<file path="src/design/rct_defs.svh">
/*
 * constants for the repeating cycle timer: register offsets, field
 * positions, reset values, widths and timing figures.
 * assumes a 100 MHz system clock and byte addressed 32-bit registers.
 */
`ifndef RCT_DEFS_SVH
`define RCT_DEFS_SVH

// widths
`define RCT_TW 20
`define RCT_CW 8
`define RCT_DIVW 27
`define RCT_DBW 21

// timing
`define RCT_CLK_HZ 100000000
`define RCT_TICK_S 1
`define RCT_TICK_CYC (`RCT_CLK_HZ * `RCT_TICK_S)
`define RCT_DB_MS 10
`define RCT_DB_CYC (`RCT_CLK_HZ / 1000 * `RCT_DB_MS)
`define RCT_QUAL_S 3

// register byte offsets
`define RCT_A_CTRL 8'h00
`define RCT_A_SET 8'h04
`define RCT_A_DLY 8'h08
`define RCT_A_TGT 8'h0C
`define RCT_A_STAT 8'h10
`define RCT_A_TIME 8'h14
`define RCT_A_DDISP 8'h18
`define RCT_A_ISTAT 8'h1C
`define RCT_A_IMASK 8'h20
`define RCT_A_CODE 8'h24
`define RCT_A_NCODE 8'h28

// control field positions and the mask of the key settings
`define RCT_C_FUNC 0
`define RCT_C_DOWN 1
`define RCT_C_PAUSE 2
`define RCT_C_OP1EN 3
`define RCT_C_OP2EN 4
`define RCT_C_LOCEN 5
`define RCT_C_REPEAT 6
`define RCT_CTRL_SAFE 7'h5A

// interrupt bits
`define RCT_I_CYCLE 0
`define RCT_I_DONE 1
`define RCT_I_REFUSE 2
`define RCT_I_FSAFE 3

// reset values
`define RCT_CTRL_RST 7'h07
`define RCT_SET_RST 20'h0_0000
`define RCT_DLY_RST 20'h0_0000
`define RCT_TGT_RST 8'h01
`define RCT_CODE_RST 16'h0000

`endif

</file>
<file path="src/design/rct_pkg.sv">
/*
 * types of the repeating cycle timer: sequencer states and the packed
 * state records of the timer and the contact debouncer.
 * assumes rct_defs.svh is on the include path.
 */
`include "rct_defs.svh"

package rct_pkg;

   // sequencer states, one-hot
   typedef enum logic [5:0] {
      ST_READY = 6'b00_0001,
      ST_RUN = 6'b00_0010,
      ST_DELAY = 6'b00_0100,
      ST_PAUSE = 6'b00_1000,
      ST_DONE = 6'b01_0000,
      ST_HALT = 6'b10_0000
   } rct_state_t;

   // debouncer state
   typedef struct packed {
      logic s1;
      logic s2;
      logic stable;
      logic rise;
      logic [`RCT_DBW-1:0] cnt;
   } rct_db_t;

   // timer state
   typedef struct packed {
      rct_state_t st;
      logic resume_dly;
      logic [`RCT_DIVW-1:0] div;
      logic [`RCT_TW-1:0] run_el;
      logic [`RCT_TW-1:0] dly_el;
      logic [`RCT_CW-1:0] cyc;
      logic [1:0] qual;
      logic qual_done;
      logic [6:0] ctrl;
      logic [`RCT_TW-1:0] set_time;
      logic [`RCT_TW-1:0] delay;
      logic [`RCT_CW-1:0] target;
      logic [3:0] istat;
      logic [3:0] imask;
      logic [15:0] code;
      logic unlocked;
      logic [31:0] rdata;
      logic op1;
      logic op2;
      logic rst_ind;
      logic irq;
      logic [`RCT_TW-1:0] tdisp;
      logic [`RCT_TW-1:0] ddisp;
   } rct_top_t;

endpackage : rct_pkg

</file>
<file path="src/design/rct_debounce.sv">
/*
 * contact debouncer: two-stage synchroniser, then a level that changes
 * only after the input has held steady for DB_CYC clocks, plus a
 * one-cycle pulse on each accepted closure.
 * assumes a raw contact level, active high while closed.
 */
`include "rct_defs.svh"

module rct_debounce #(
   parameter int DB_CYC = `RCT_DB_CYC
) (
   input wire logic i_sys_clk, // system clock
   input wire logic i_rst, // synchronous reset, high
   input wire logic i_raw, // raw contact level
   output logic o_level, // debounced level
   output logic o_rise // pulse on accepted closure
);
   rct_pkg::rct_db_t cur_ff;
   rct_pkg::rct_db_t nxt_db;
   localparam logic [`RCT_DBW-1:0] LIM = `RCT_DBW'(DB_CYC - 1);

   // synchronise, then accept a change once it has stood long enough
   always_comb begin
      nxt_db = cur_ff;
      nxt_db.s1 = i_raw;
      nxt_db.s2 = cur_ff.s1;
      nxt_db.rise = 1'b0;
      if (cur_ff.s2 == cur_ff.stable) begin
         nxt_db.cnt = '0;
      end else if (cur_ff.cnt >= LIM) begin
         nxt_db.cnt = '0;
         nxt_db.stable = cur_ff.s2; // RULE16
         nxt_db.rise = cur_ff.s2; // RULE16
      end else begin
         nxt_db.cnt = cur_ff.cnt + 1'b1;
      end
   end

   // state register
   always_ff @(posedge i_sys_clk) begin
      if (i_rst) begin
         cur_ff <= '0;
      end else begin
         cur_ff <= nxt_db;
      end
   end

   assign o_level = cur_ff.stable;
   assign o_rise = cur_ff.rise;
endmodule : rct_debounce

</file>
<file path="src/design/rct_timer.sv">
/*
 * repeating cycle timer: times an on period, waits a restart delay and
 * repeats up to a target count, then flags completion until a qualified
 * clear. holds its settings in a small register file with a security
 * code gate and a masked sticky interrupt.
 * assumes contact inputs are raw levels and the bus master follows the
 * one-cycle strobe protocol with read data one cycle later.
 */
// The address map and the strobed register port were left to the implementer.
`include "rct_defs.svh"

// Operation
// RULE1 - start closes output one, times set period
// RULE2 - period end opens output, counts restart delay
// RULE3 - delay end recloses, repeats until target count
// RULE4 - after last period, done closes output two
// RULE5 - done holds until clear held three seconds
// RULE6 - down mode decrements times, cycles count up
// RULE7 - pause mode: outputs off, resume on start
// RULE8 - start ignored until cleared; local clear gated
// RULE9 - zero set time refuses start
// RULE10 - each output needs its own enable
// RULE11 - settings locked until code matches stored code
// RULE12 - timer acts only in elapsed timing function
// RULE13 - stop pauses; start resumes same point
// RULE14 - key setting change forces fail-safe halt
// RULE15 - one second tick drives all counters
// RULE16 - contacts debounced and synchronised before use
module rct_timer #(
   parameter int TICK_CYC = `RCT_TICK_CYC,
   parameter int DB_CYC = `RCT_DB_CYC
) (
   input wire logic i_sys_clk, // system clock, 100 MHz
   input wire logic i_rst, // synchronous reset, high
   input wire logic i_start_contact, // raw start contact
   input wire logic i_stop_contact, // raw stop contact
   input wire logic i_clear_contact, // raw external clear contact
   input wire logic i_local_clear, // raw local button combination
   input wire logic i_power_restore, // pulse after power returns
   input wire logic [7:0] i_addr, // register byte address
   input wire logic [31:0] i_wdata, // write data
   input wire logic i_wr, // write strobe
   input wire logic i_rd, // read strobe
   output logic [31:0] o_rdata, // read data, cycle after strobe
   output logic o_primary_ctl, // primary control output
   output logic o_secondary_ctl, // secondary control output
   output logic o_clear_ind, // clear annunciator
   output logic o_irq, // interrupt, level
   output logic [`RCT_TW-1:0] o_time_disp, // on period display
   output logic [`RCT_TW-1:0] o_delay_disp, // restart delay display
   output logic [`RCT_CW-1:0] o_cycle_cnt // completed cycles
);
   localparam logic [`RCT_DIVW-1:0] TICK_LIM =
      `RCT_DIVW'(TICK_CYC - 1);
   // full ticks counted after the first, so the hold is never short
   localparam logic [1:0] QUAL_LIM = 2'(`RCT_QUAL_S);

   rct_pkg::rct_top_t cur_ff;
   rct_pkg::rct_top_t nxt_t;
   logic start_lvl, start_p, stop_lvl, stop_p;
   logic clr_lvl, loc_lvl;
   logic tick, timer_fn, down, clr_held, do_clear;
   logic [`RCT_CW-1:0] cyc_inc, tgt_eff;
   logic [6:0] wctrl;

   // debounced contacts
   rct_debounce #(.DB_CYC(DB_CYC)) u_db_start (
      .i_sys_clk(i_sys_clk),
      .i_rst(i_rst),
      .i_raw(i_start_contact),
      .o_level(start_lvl),
      .o_rise(start_p)
   );
   rct_debounce #(.DB_CYC(DB_CYC)) u_db_stop (
      .i_sys_clk(i_sys_clk),
      .i_rst(i_rst),
      .i_raw(i_stop_contact),
      .o_level(stop_lvl),
      .o_rise(stop_p)
   );
   rct_debounce #(.DB_CYC(DB_CYC)) u_db_clear (
      .i_sys_clk(i_sys_clk),
      .i_rst(i_rst),
      .i_raw(i_clear_contact),
      .o_level(clr_lvl),
      .o_rise()
   );
   rct_debounce #(.DB_CYC(DB_CYC)) u_db_local (
      .i_sys_clk(i_sys_clk),
      .i_rst(i_rst),
      .i_raw(i_local_clear),
      .o_level(loc_lvl),
      .o_rise()
   );

   // decoded helpers
   assign tick = (cur_ff.div == TICK_LIM);
   assign timer_fn = cur_ff.ctrl[`RCT_C_FUNC];
   assign down = cur_ff.ctrl[`RCT_C_DOWN];
   assign clr_held = clr_lvl |
      (loc_lvl & cur_ff.ctrl[`RCT_C_LOCEN]); // RULE8
   assign do_clear = clr_held & ~cur_ff.qual_done & tick &
      (cur_ff.qual == QUAL_LIM); // RULE5
   assign cyc_inc = cur_ff.cyc + 1'b1;
   assign tgt_eff = (cur_ff.target == '0) ? `RCT_CW'(1) : cur_ff.target;
   assign wctrl = i_wdata[6:0];

   // next state
   always_comb begin
      nxt_t = cur_ff;
      // write-one clear first, so events later in this cycle win
      if (i_wr && i_addr == `RCT_A_ISTAT) begin
         nxt_t.istat = cur_ff.istat & ~i_wdata[3:0];
      end
      // one second divider
      nxt_t.div = tick ? '0 : cur_ff.div + 1'b1; // RULE15

      // clear qualification: held for the full time, once per hold
      if (!clr_held) begin
         nxt_t.qual = '0;
         nxt_t.qual_done = 1'b0;
      end else if (tick && !cur_ff.qual_done) begin
         if (cur_ff.qual == QUAL_LIM) begin
            nxt_t.qual_done = 1'b1; // RULE5
         end else begin
            nxt_t.qual = cur_ff.qual + 1'b1; // RULE15
         end
      end
      nxt_t.rst_ind = clr_held & ~cur_ff.qual_done; // RULE5

      // sequencer
      unique case (cur_ff.st)
         rct_pkg::ST_READY, rct_pkg::ST_PAUSE: begin
            if (start_p && timer_fn) begin
               if (cur_ff.set_time == '0) begin
                  nxt_t.istat[`RCT_I_REFUSE] = 1'b1; // RULE9
               end else begin
                  nxt_t.div = '0;
                  nxt_t.st = (cur_ff.st == rct_pkg::ST_PAUSE &&
                     cur_ff.resume_dly) ? rct_pkg::ST_DELAY
                     : rct_pkg::ST_RUN; // RULE1 RULE7 RULE13
               end
            end
         end
         rct_pkg::ST_RUN: begin
            if (stop_p) begin
               nxt_t.st = rct_pkg::ST_PAUSE; // RULE13
               nxt_t.resume_dly = 1'b0;
            end else if (tick) begin
               if (cur_ff.run_el + 1'b1 >= cur_ff.set_time) begin
                  nxt_t.run_el = '0;
                  nxt_t.cyc = cyc_inc; // RULE6
                  nxt_t.istat[`RCT_I_CYCLE] = 1'b1;
                  if (!cur_ff.ctrl[`RCT_C_REPEAT] || cyc_inc >= tgt_eff)
                  begin
                     nxt_t.st = rct_pkg::ST_DONE; // RULE4
                     nxt_t.istat[`RCT_I_DONE] = 1'b1;
                  end else if (cur_ff.delay == '0) begin
                     nxt_t.st = rct_pkg::ST_RUN; // RULE3
                  end else begin
                     nxt_t.st = rct_pkg::ST_DELAY; // RULE2
                  end
               end else begin
                  nxt_t.run_el = cur_ff.run_el + 1'b1; // RULE1
               end
            end
         end
         rct_pkg::ST_DELAY: begin
            if (stop_p) begin
               nxt_t.st = rct_pkg::ST_PAUSE; // RULE13
               nxt_t.resume_dly = 1'b1;
            end else if (tick) begin
               if (cur_ff.dly_el + 1'b1 >= cur_ff.delay) begin
                  nxt_t.dly_el = '0;
                  nxt_t.st = rct_pkg::ST_RUN; // RULE3
               end else begin
                  nxt_t.dly_el = cur_ff.dly_el + 1'b1; // RULE2
               end
            end
         end
         rct_pkg::ST_DONE, rct_pkg::ST_HALT: begin
            // start ignored here until a qualified clear
         end
      endcase

      // power return: pause keeps outputs off, otherwise stop safe
      if (i_power_restore && (cur_ff.st == rct_pkg::ST_RUN ||
         cur_ff.st == rct_pkg::ST_DELAY)) begin
         nxt_t.resume_dly = (cur_ff.st == rct_pkg::ST_DELAY);
         nxt_t.st = cur_ff.ctrl[`RCT_C_PAUSE] ? rct_pkg::ST_PAUSE
            : rct_pkg::ST_HALT; // RULE7
      end

      // register writes; settings need the code to have matched
      if (i_wr) begin
         unique case (i_addr)
            `RCT_A_CODE: nxt_t.unlocked =
               (i_wdata[15:0] == cur_ff.code); // RULE11
            `RCT_A_IMASK: nxt_t.imask = i_wdata[3:0];
            default: begin
            end
         endcase
         if (cur_ff.unlocked) begin
            unique case (i_addr)
               `RCT_A_CTRL: begin
                  nxt_t.ctrl = wctrl;
                  if (((wctrl ^ cur_ff.ctrl) & `RCT_CTRL_SAFE) != '0)
                  begin
                     nxt_t.st = rct_pkg::ST_HALT; // RULE14
                     nxt_t.istat[`RCT_I_FSAFE] = 1'b1;
                  end
               end
               `RCT_A_SET: nxt_t.set_time = i_wdata[`RCT_TW-1:0];
               `RCT_A_DLY: nxt_t.delay = i_wdata[`RCT_TW-1:0];
               `RCT_A_TGT: begin
                  nxt_t.target = i_wdata[`RCT_CW-1:0];
                  if (i_wdata[`RCT_CW-1:0] != cur_ff.target) begin
                     nxt_t.st = rct_pkg::ST_HALT; // RULE14
                     nxt_t.istat[`RCT_I_FSAFE] = 1'b1;
                  end
               end
               `RCT_A_NCODE: nxt_t.code = i_wdata[15:0];
               default: begin
               end
            endcase
         end
      end

      // events that arrived this cycle win over a write-one clear
      if (nxt_t.st == rct_pkg::ST_HALT && cur_ff.st != rct_pkg::ST_HALT)
      begin
         nxt_t.istat[`RCT_I_FSAFE] = 1'b1;
      end

      // qualified clear, or clock function selected, returns to ready
      if (do_clear || !nxt_t.ctrl[`RCT_C_FUNC]) begin
         nxt_t.st = rct_pkg::ST_READY; // RULE5 RULE8 RULE12
         nxt_t.run_el = '0;
         nxt_t.dly_el = '0;
         nxt_t.cyc = '0;
         nxt_t.resume_dly = 1'b0;
      end

      // outputs, each gated by its enable and the timer function
      nxt_t.op1 = (nxt_t.st == rct_pkg::ST_RUN) &
         nxt_t.ctrl[`RCT_C_OP1EN] & nxt_t.ctrl[`RCT_C_FUNC]; // RULE10
      nxt_t.op2 = (nxt_t.st == rct_pkg::ST_DONE) &
         nxt_t.ctrl[`RCT_C_OP2EN] & nxt_t.ctrl[`RCT_C_FUNC]; // RULE10
      nxt_t.irq = |(nxt_t.istat & nxt_t.imask);

      // displays follow the selected direction
      nxt_t.tdisp = nxt_t.ctrl[`RCT_C_DOWN] ?
         nxt_t.set_time - nxt_t.run_el : nxt_t.run_el; // RULE6
      nxt_t.ddisp = nxt_t.ctrl[`RCT_C_DOWN] ?
         nxt_t.delay - nxt_t.dly_el : nxt_t.dly_el; // RULE6

      // read data, valid only in the cycle after the strobe
      nxt_t.rdata = '0;
      if (i_rd) begin
         unique case (i_addr)
            `RCT_A_CTRL: nxt_t.rdata = {25'h000_0000, cur_ff.ctrl};
            `RCT_A_SET: nxt_t.rdata = {12'h000, cur_ff.set_time};
            `RCT_A_DLY: nxt_t.rdata = {12'h000, cur_ff.delay};
            `RCT_A_TGT: nxt_t.rdata = {24'h00_0000, cur_ff.target};
            `RCT_A_STAT: nxt_t.rdata = {15'h0000, cur_ff.unlocked,
               cur_ff.cyc, 1'b0, cur_ff.resume_dly, cur_ff.st};
            `RCT_A_TIME: nxt_t.rdata = {12'h000, cur_ff.tdisp};
            `RCT_A_DDISP: nxt_t.rdata = {12'h000, cur_ff.ddisp};
            `RCT_A_ISTAT: nxt_t.rdata = {28'h000_0000, cur_ff.istat};
            `RCT_A_IMASK: nxt_t.rdata = {28'h000_0000, cur_ff.imask};
            default: nxt_t.rdata = '0;
         endcase
      end
   end

   // state register
   always_ff @(posedge i_sys_clk) begin
      if (i_rst) begin
         cur_ff <= '0;
         cur_ff.st <= rct_pkg::ST_READY;
         cur_ff.ctrl <= `RCT_CTRL_RST;
         cur_ff.set_time <= `RCT_SET_RST;
         cur_ff.delay <= `RCT_DLY_RST;
         cur_ff.target <= `RCT_TGT_RST;
         cur_ff.code <= `RCT_CODE_RST;
      end else begin
         cur_ff <= nxt_t;
      end
   end

   // outputs straight from the state register
   assign o_rdata = cur_ff.rdata;
   assign o_primary_ctl = cur_ff.op1;
   assign o_secondary_ctl = cur_ff.op2;
   assign o_clear_ind = cur_ff.rst_ind;
   assign o_irq = cur_ff.irq;
   assign o_time_disp = cur_ff.tdisp;
   assign o_delay_disp = cur_ff.ddisp;
   assign o_cycle_cnt = cur_ff.cyc;
endmodule : rct_timer

</file>
<file path="config.mk">
export PLATFORM = sky130hd
export DESIGN_NAME = rct_timer
export DESIGN_NICKNAME = d
export VERILOG_FILES = /design/src/design/rct_pkg.sv /design/src/design/rct_debounce.sv /design/src/design/rct_timer.sv
export VERILOG_INCLUDE_DIRS = /design/src /design/src/design
export SDC_FILE = /design/constraint.sdc
export NUM_CORES = 1
export LEC_CHECK = 0
export BUFFER_PORTS_ARGS = -buffer_cell sky130_fd_sc_hd__buf_2
export CORE_ASPECT_RATIO = 1.2
export CORE_MARGIN = 1.5
export CORE_UTILIZATION = 55
export CTS_BUF_LIST = sky130_fd_sc_hd__clkbuf_8 sky130_fd_sc_hd__clkbuf_16
export DETAILED_ROUTE_END_ITERATION = 8
export GPL_TIMING_DRIVEN = 0
export PLACE_DENSITY = 0.82
export SYNTH_ARGS = -nofsm -noshare
export SYNTH_HDL_FRONTEND = slang
export SYNTH_SLANG_ARGS = --single-unit
</file>
<file path="constraint.sdc">
create_clock -name i_sys_clk -period 6.8 [get_ports i_sys_clk]
set_input_delay 1.02 -clock i_sys_clk [delete_from_list [all_inputs] [get_ports i_sys_clk]]
set_output_delay 1.02 -clock i_sys_clk [all_outputs]
set_load 0.03 [all_outputs]
</file>
==> metrics <==
Max Slew Vio Count 0; Place WS -979.3 ps; Worst R2R End o_delay_disp[19]; I/O Pins 133; Die X 168.6 um; Comb power frac 2.9%; pin count of the biggest net entering global routing 16; post-synthesis cell type count 89; # placed instances 2639; max-cap violation count 0; dpl hpwl 41500 um; clk_lat worst skew 540 ps; Pwr Total 4022 uW; number of global-route vias before repair 15650; detailed-route vias per instance 5.992; period utilization 97.24%; Setup crit end kind flip-flop; hold depth 1; H-tree depth 2; CORE AREA 32340 sq um; DRC 0; Synth Register Bits 327; GRT overflow 0; Final Util 63.88%; Synth Flop Type dfxtp_1; commonest cells after routing, fill and taps aside dfxtp_1 (323), nor2_1 (270), nand2_1 (141); sequential area share after synthesis 36.17%; Routed WL per cell 20.29 um; Max stage delay cell, worst path clkbuf_1; Port Buf Inserts 101; number of DRC markers in iteration 0 1537; post-synthesis cell area 18100 sq um; Root Driver clkbuf_16; Worst Hold End u_db_start.cur_ff[23]; Initial Utilization 55.96%; Hold Buf Count CTS 0; Final nets 2425; total CTS buffers 36; final std cells w/o fill 2714; CTS tree yes; fraction of synthesis flops using an asynchronous set or reset pin 0%; Worst EP arrival 7030 ps; Area Growth Syn to Fin 14.16%; Die Y 201.7 um; Int Pwr 3103 uW; synth warn 0; crit path cell chain buf_2 > or4_4 > buf_6 > nor2_4 > nand2_2 > mux2i_1 > nor2_2 > clkbuf_2 > clkbuf_1 > nand2b_1 > ha_1 > nor2b_1 > o211ai_1 > a32oi_1 > a2111oi_4 > nor3_1 > o31a_1 > o21a_1 > nor3_1 > mux2_2; static leakage 0.008572 uW; total global-route track usage 31.92%; Detailed Routing Iterations Pass 1 6; Setup TNS 0 ps; Switching Fraction 22.86%; Worst VDD drop 0.1817 mV; final setup violation count 0; Post-DRT Antenna Nets 0; Clock Skew 22.91 ps; CTS sink cnt 327; Switch Pwr 919.3 uW; clk buf depth 3; Mapped Avg Cell Area 8.553 sq um; HP Class flip-flop to flip-flop; startpoint class of the critical path primary input; Final Hold Fails 0; clock group share of total power 49.2%; layout cell share with drive strength beyond 1 16.12%; pwr dens 194.7 nW/um^2; most frequent CP cell nor3_1; slew margin rel. 33.69%; commonest non-fill, non-tap cell in the layout dfxtp_1; Placer Congestion 1.011; ANT cells 0; RR Startpoint cur_ff[170]; Slew @ Worst Pin 991.0 ps; flop-to-flop setup slack 240 ps; Reg power frac 47.9%; critical path data required time 7210 ps; reg2reg path depth 25; CP max FO 10; kind of critical path primary input to flip-flop; via count 16260; post-route setup slack 187.9 ps; Final Routed Wirelength 55070 um; FMAX 0.1512 GHz; Die Footprint 34010 sq um; Synth Instances 2116; status complete, no violations; Period minus WS final 6612 ps; initial antenna violation count 0; CTS clk-pin slew, worst paths 60 ps; first-pass GRT wire length 84260 um; hold wc startpoint u_db_start.cur_ff[24]; Post-synth EDFFs 0; Critical Path Max Stage Delay 610 ps; number of fill cells 2676; Row Count 72
[routing by layer]
metal | track usage (%) | routed length, um
met1 | 37.95 | 21880
met5 | 0 | 0
met2 | 52.71 | 25180
met4 | 19.80 | 3588
met3 | 6.550 | 4424
[worst max path at each step]
| stage | startpoint | to | slack (ps) | depth (start not counted) |
|---|---|---|---|---|
| floorplan | cur_ff[167] | o_delay_disp[19] | 470 | 27 |
| global placement | cur_ff[187] | o_time_disp[19] | -860 | 26 |
| detailed placement | cur_ff[187] | o_time_disp[19] | -980 | 26 |
| CTS | cur_ff[187] | o_time_disp[19] | 2 | 26 |
| global route | cur_ff[168] | o_delay_disp[19] | -70 | 26 |
| finish | i_addr[5] | o_delay_disp[19] | 190 | 20 |
[per-stage QoR]
step           hold WS, ps  area (sq um)
2_1_floorplan        413.8         18150
3_3_place_gp         420.2         19170
3_5_place_dp         429.3         19170
4_1_cts              437.1         20470
5_1_grt              463.4         20660
6_report             432.8         20660
[state kept, by name (all words and copies together), names as in the netlist, 8 cells and up]
name,cells
cur_ff,157
u_db_stop.cur_ff,23
o_rdata,20
u_db_local.cur_ff,23
o_delay_disp,20
o_cycle_cnt,8
u_db_clear.cur_ff,23
o_time_disp,20
u_db_start.cur_ff,23
[layout make-up]
| cell class | count | area (sq um) | share of cell area [%] |
|---|---|---|---|
| multi-input combinational | 1569 | 10600 | 51.31 |
| clock buffer | 44 | 1022 | 4.948 |
| sequential | 327 | 6551 | 31.71 |
| buffer | 155 | 913.4 | 4.421 |
| inverter | 77 | 289.0 | 1.399 |
| timing repair buffer | 113 | 595.6 | 2.883 |
| tap | 407 | 509.2 | 2.465 |
| clock inverter | 22 | 177.7 | 0.8600 |
[power groups by stage]
stage	clock network (uW)	logic [uW]	registers (uW)
floorplan	0	62.8	1970
global placement	0	112	1970
detailed placement	0	113	1970
global route	2080	122	1930
CTS	2000	114	1930
finish	1980	117	1930
[kinds of logic (layout without fill, tap and decap cells)]
group,after synthesis,after routing,share of synthesized area (%)
mux,81,81,4.750
flops,327,327,36.17
buf+inv,235,411,6.665
simple gates,813,813,22.32
compound gates,360,360,13.50
xor+xnor,202,202,9.776
fa+ha+maj,97,97,6.789
other cells,1,16,0.02072
[cells in the mapped netlist, drive strengths merged, types with 49 or more instances]
master	count	area, sq um
nand2	142	535.5
xor2	116	1016
dfxtp	327	6546
nand2b	49	306.5
o21ai	57	285.3
clkbuf	67	251.5
xnor2	86	753.2
nand3	71	355.3
a21oi	92	468.0
inv	77	289.0
nor2	277	1047
buf	91	665.6
nor2b	56	350.3
ha	95	1189
[worst max-delay path: cells and delay by family]
kind | cells | cell delay [ps]
compound gates | 5 | 1430
mux | 2 | 590
simple gates | 8 | 2280
buf+inv | 4 | 1350
fa+ha+maj | 1 | 330
[timing repair]
item                       in CTS  in global routing
setup endpoints to repair      19                 14
resized for setup              19                 38
setup buffers                   1                 11
pin swaps                       2                  5
Power figures use the tool's default switching activity.
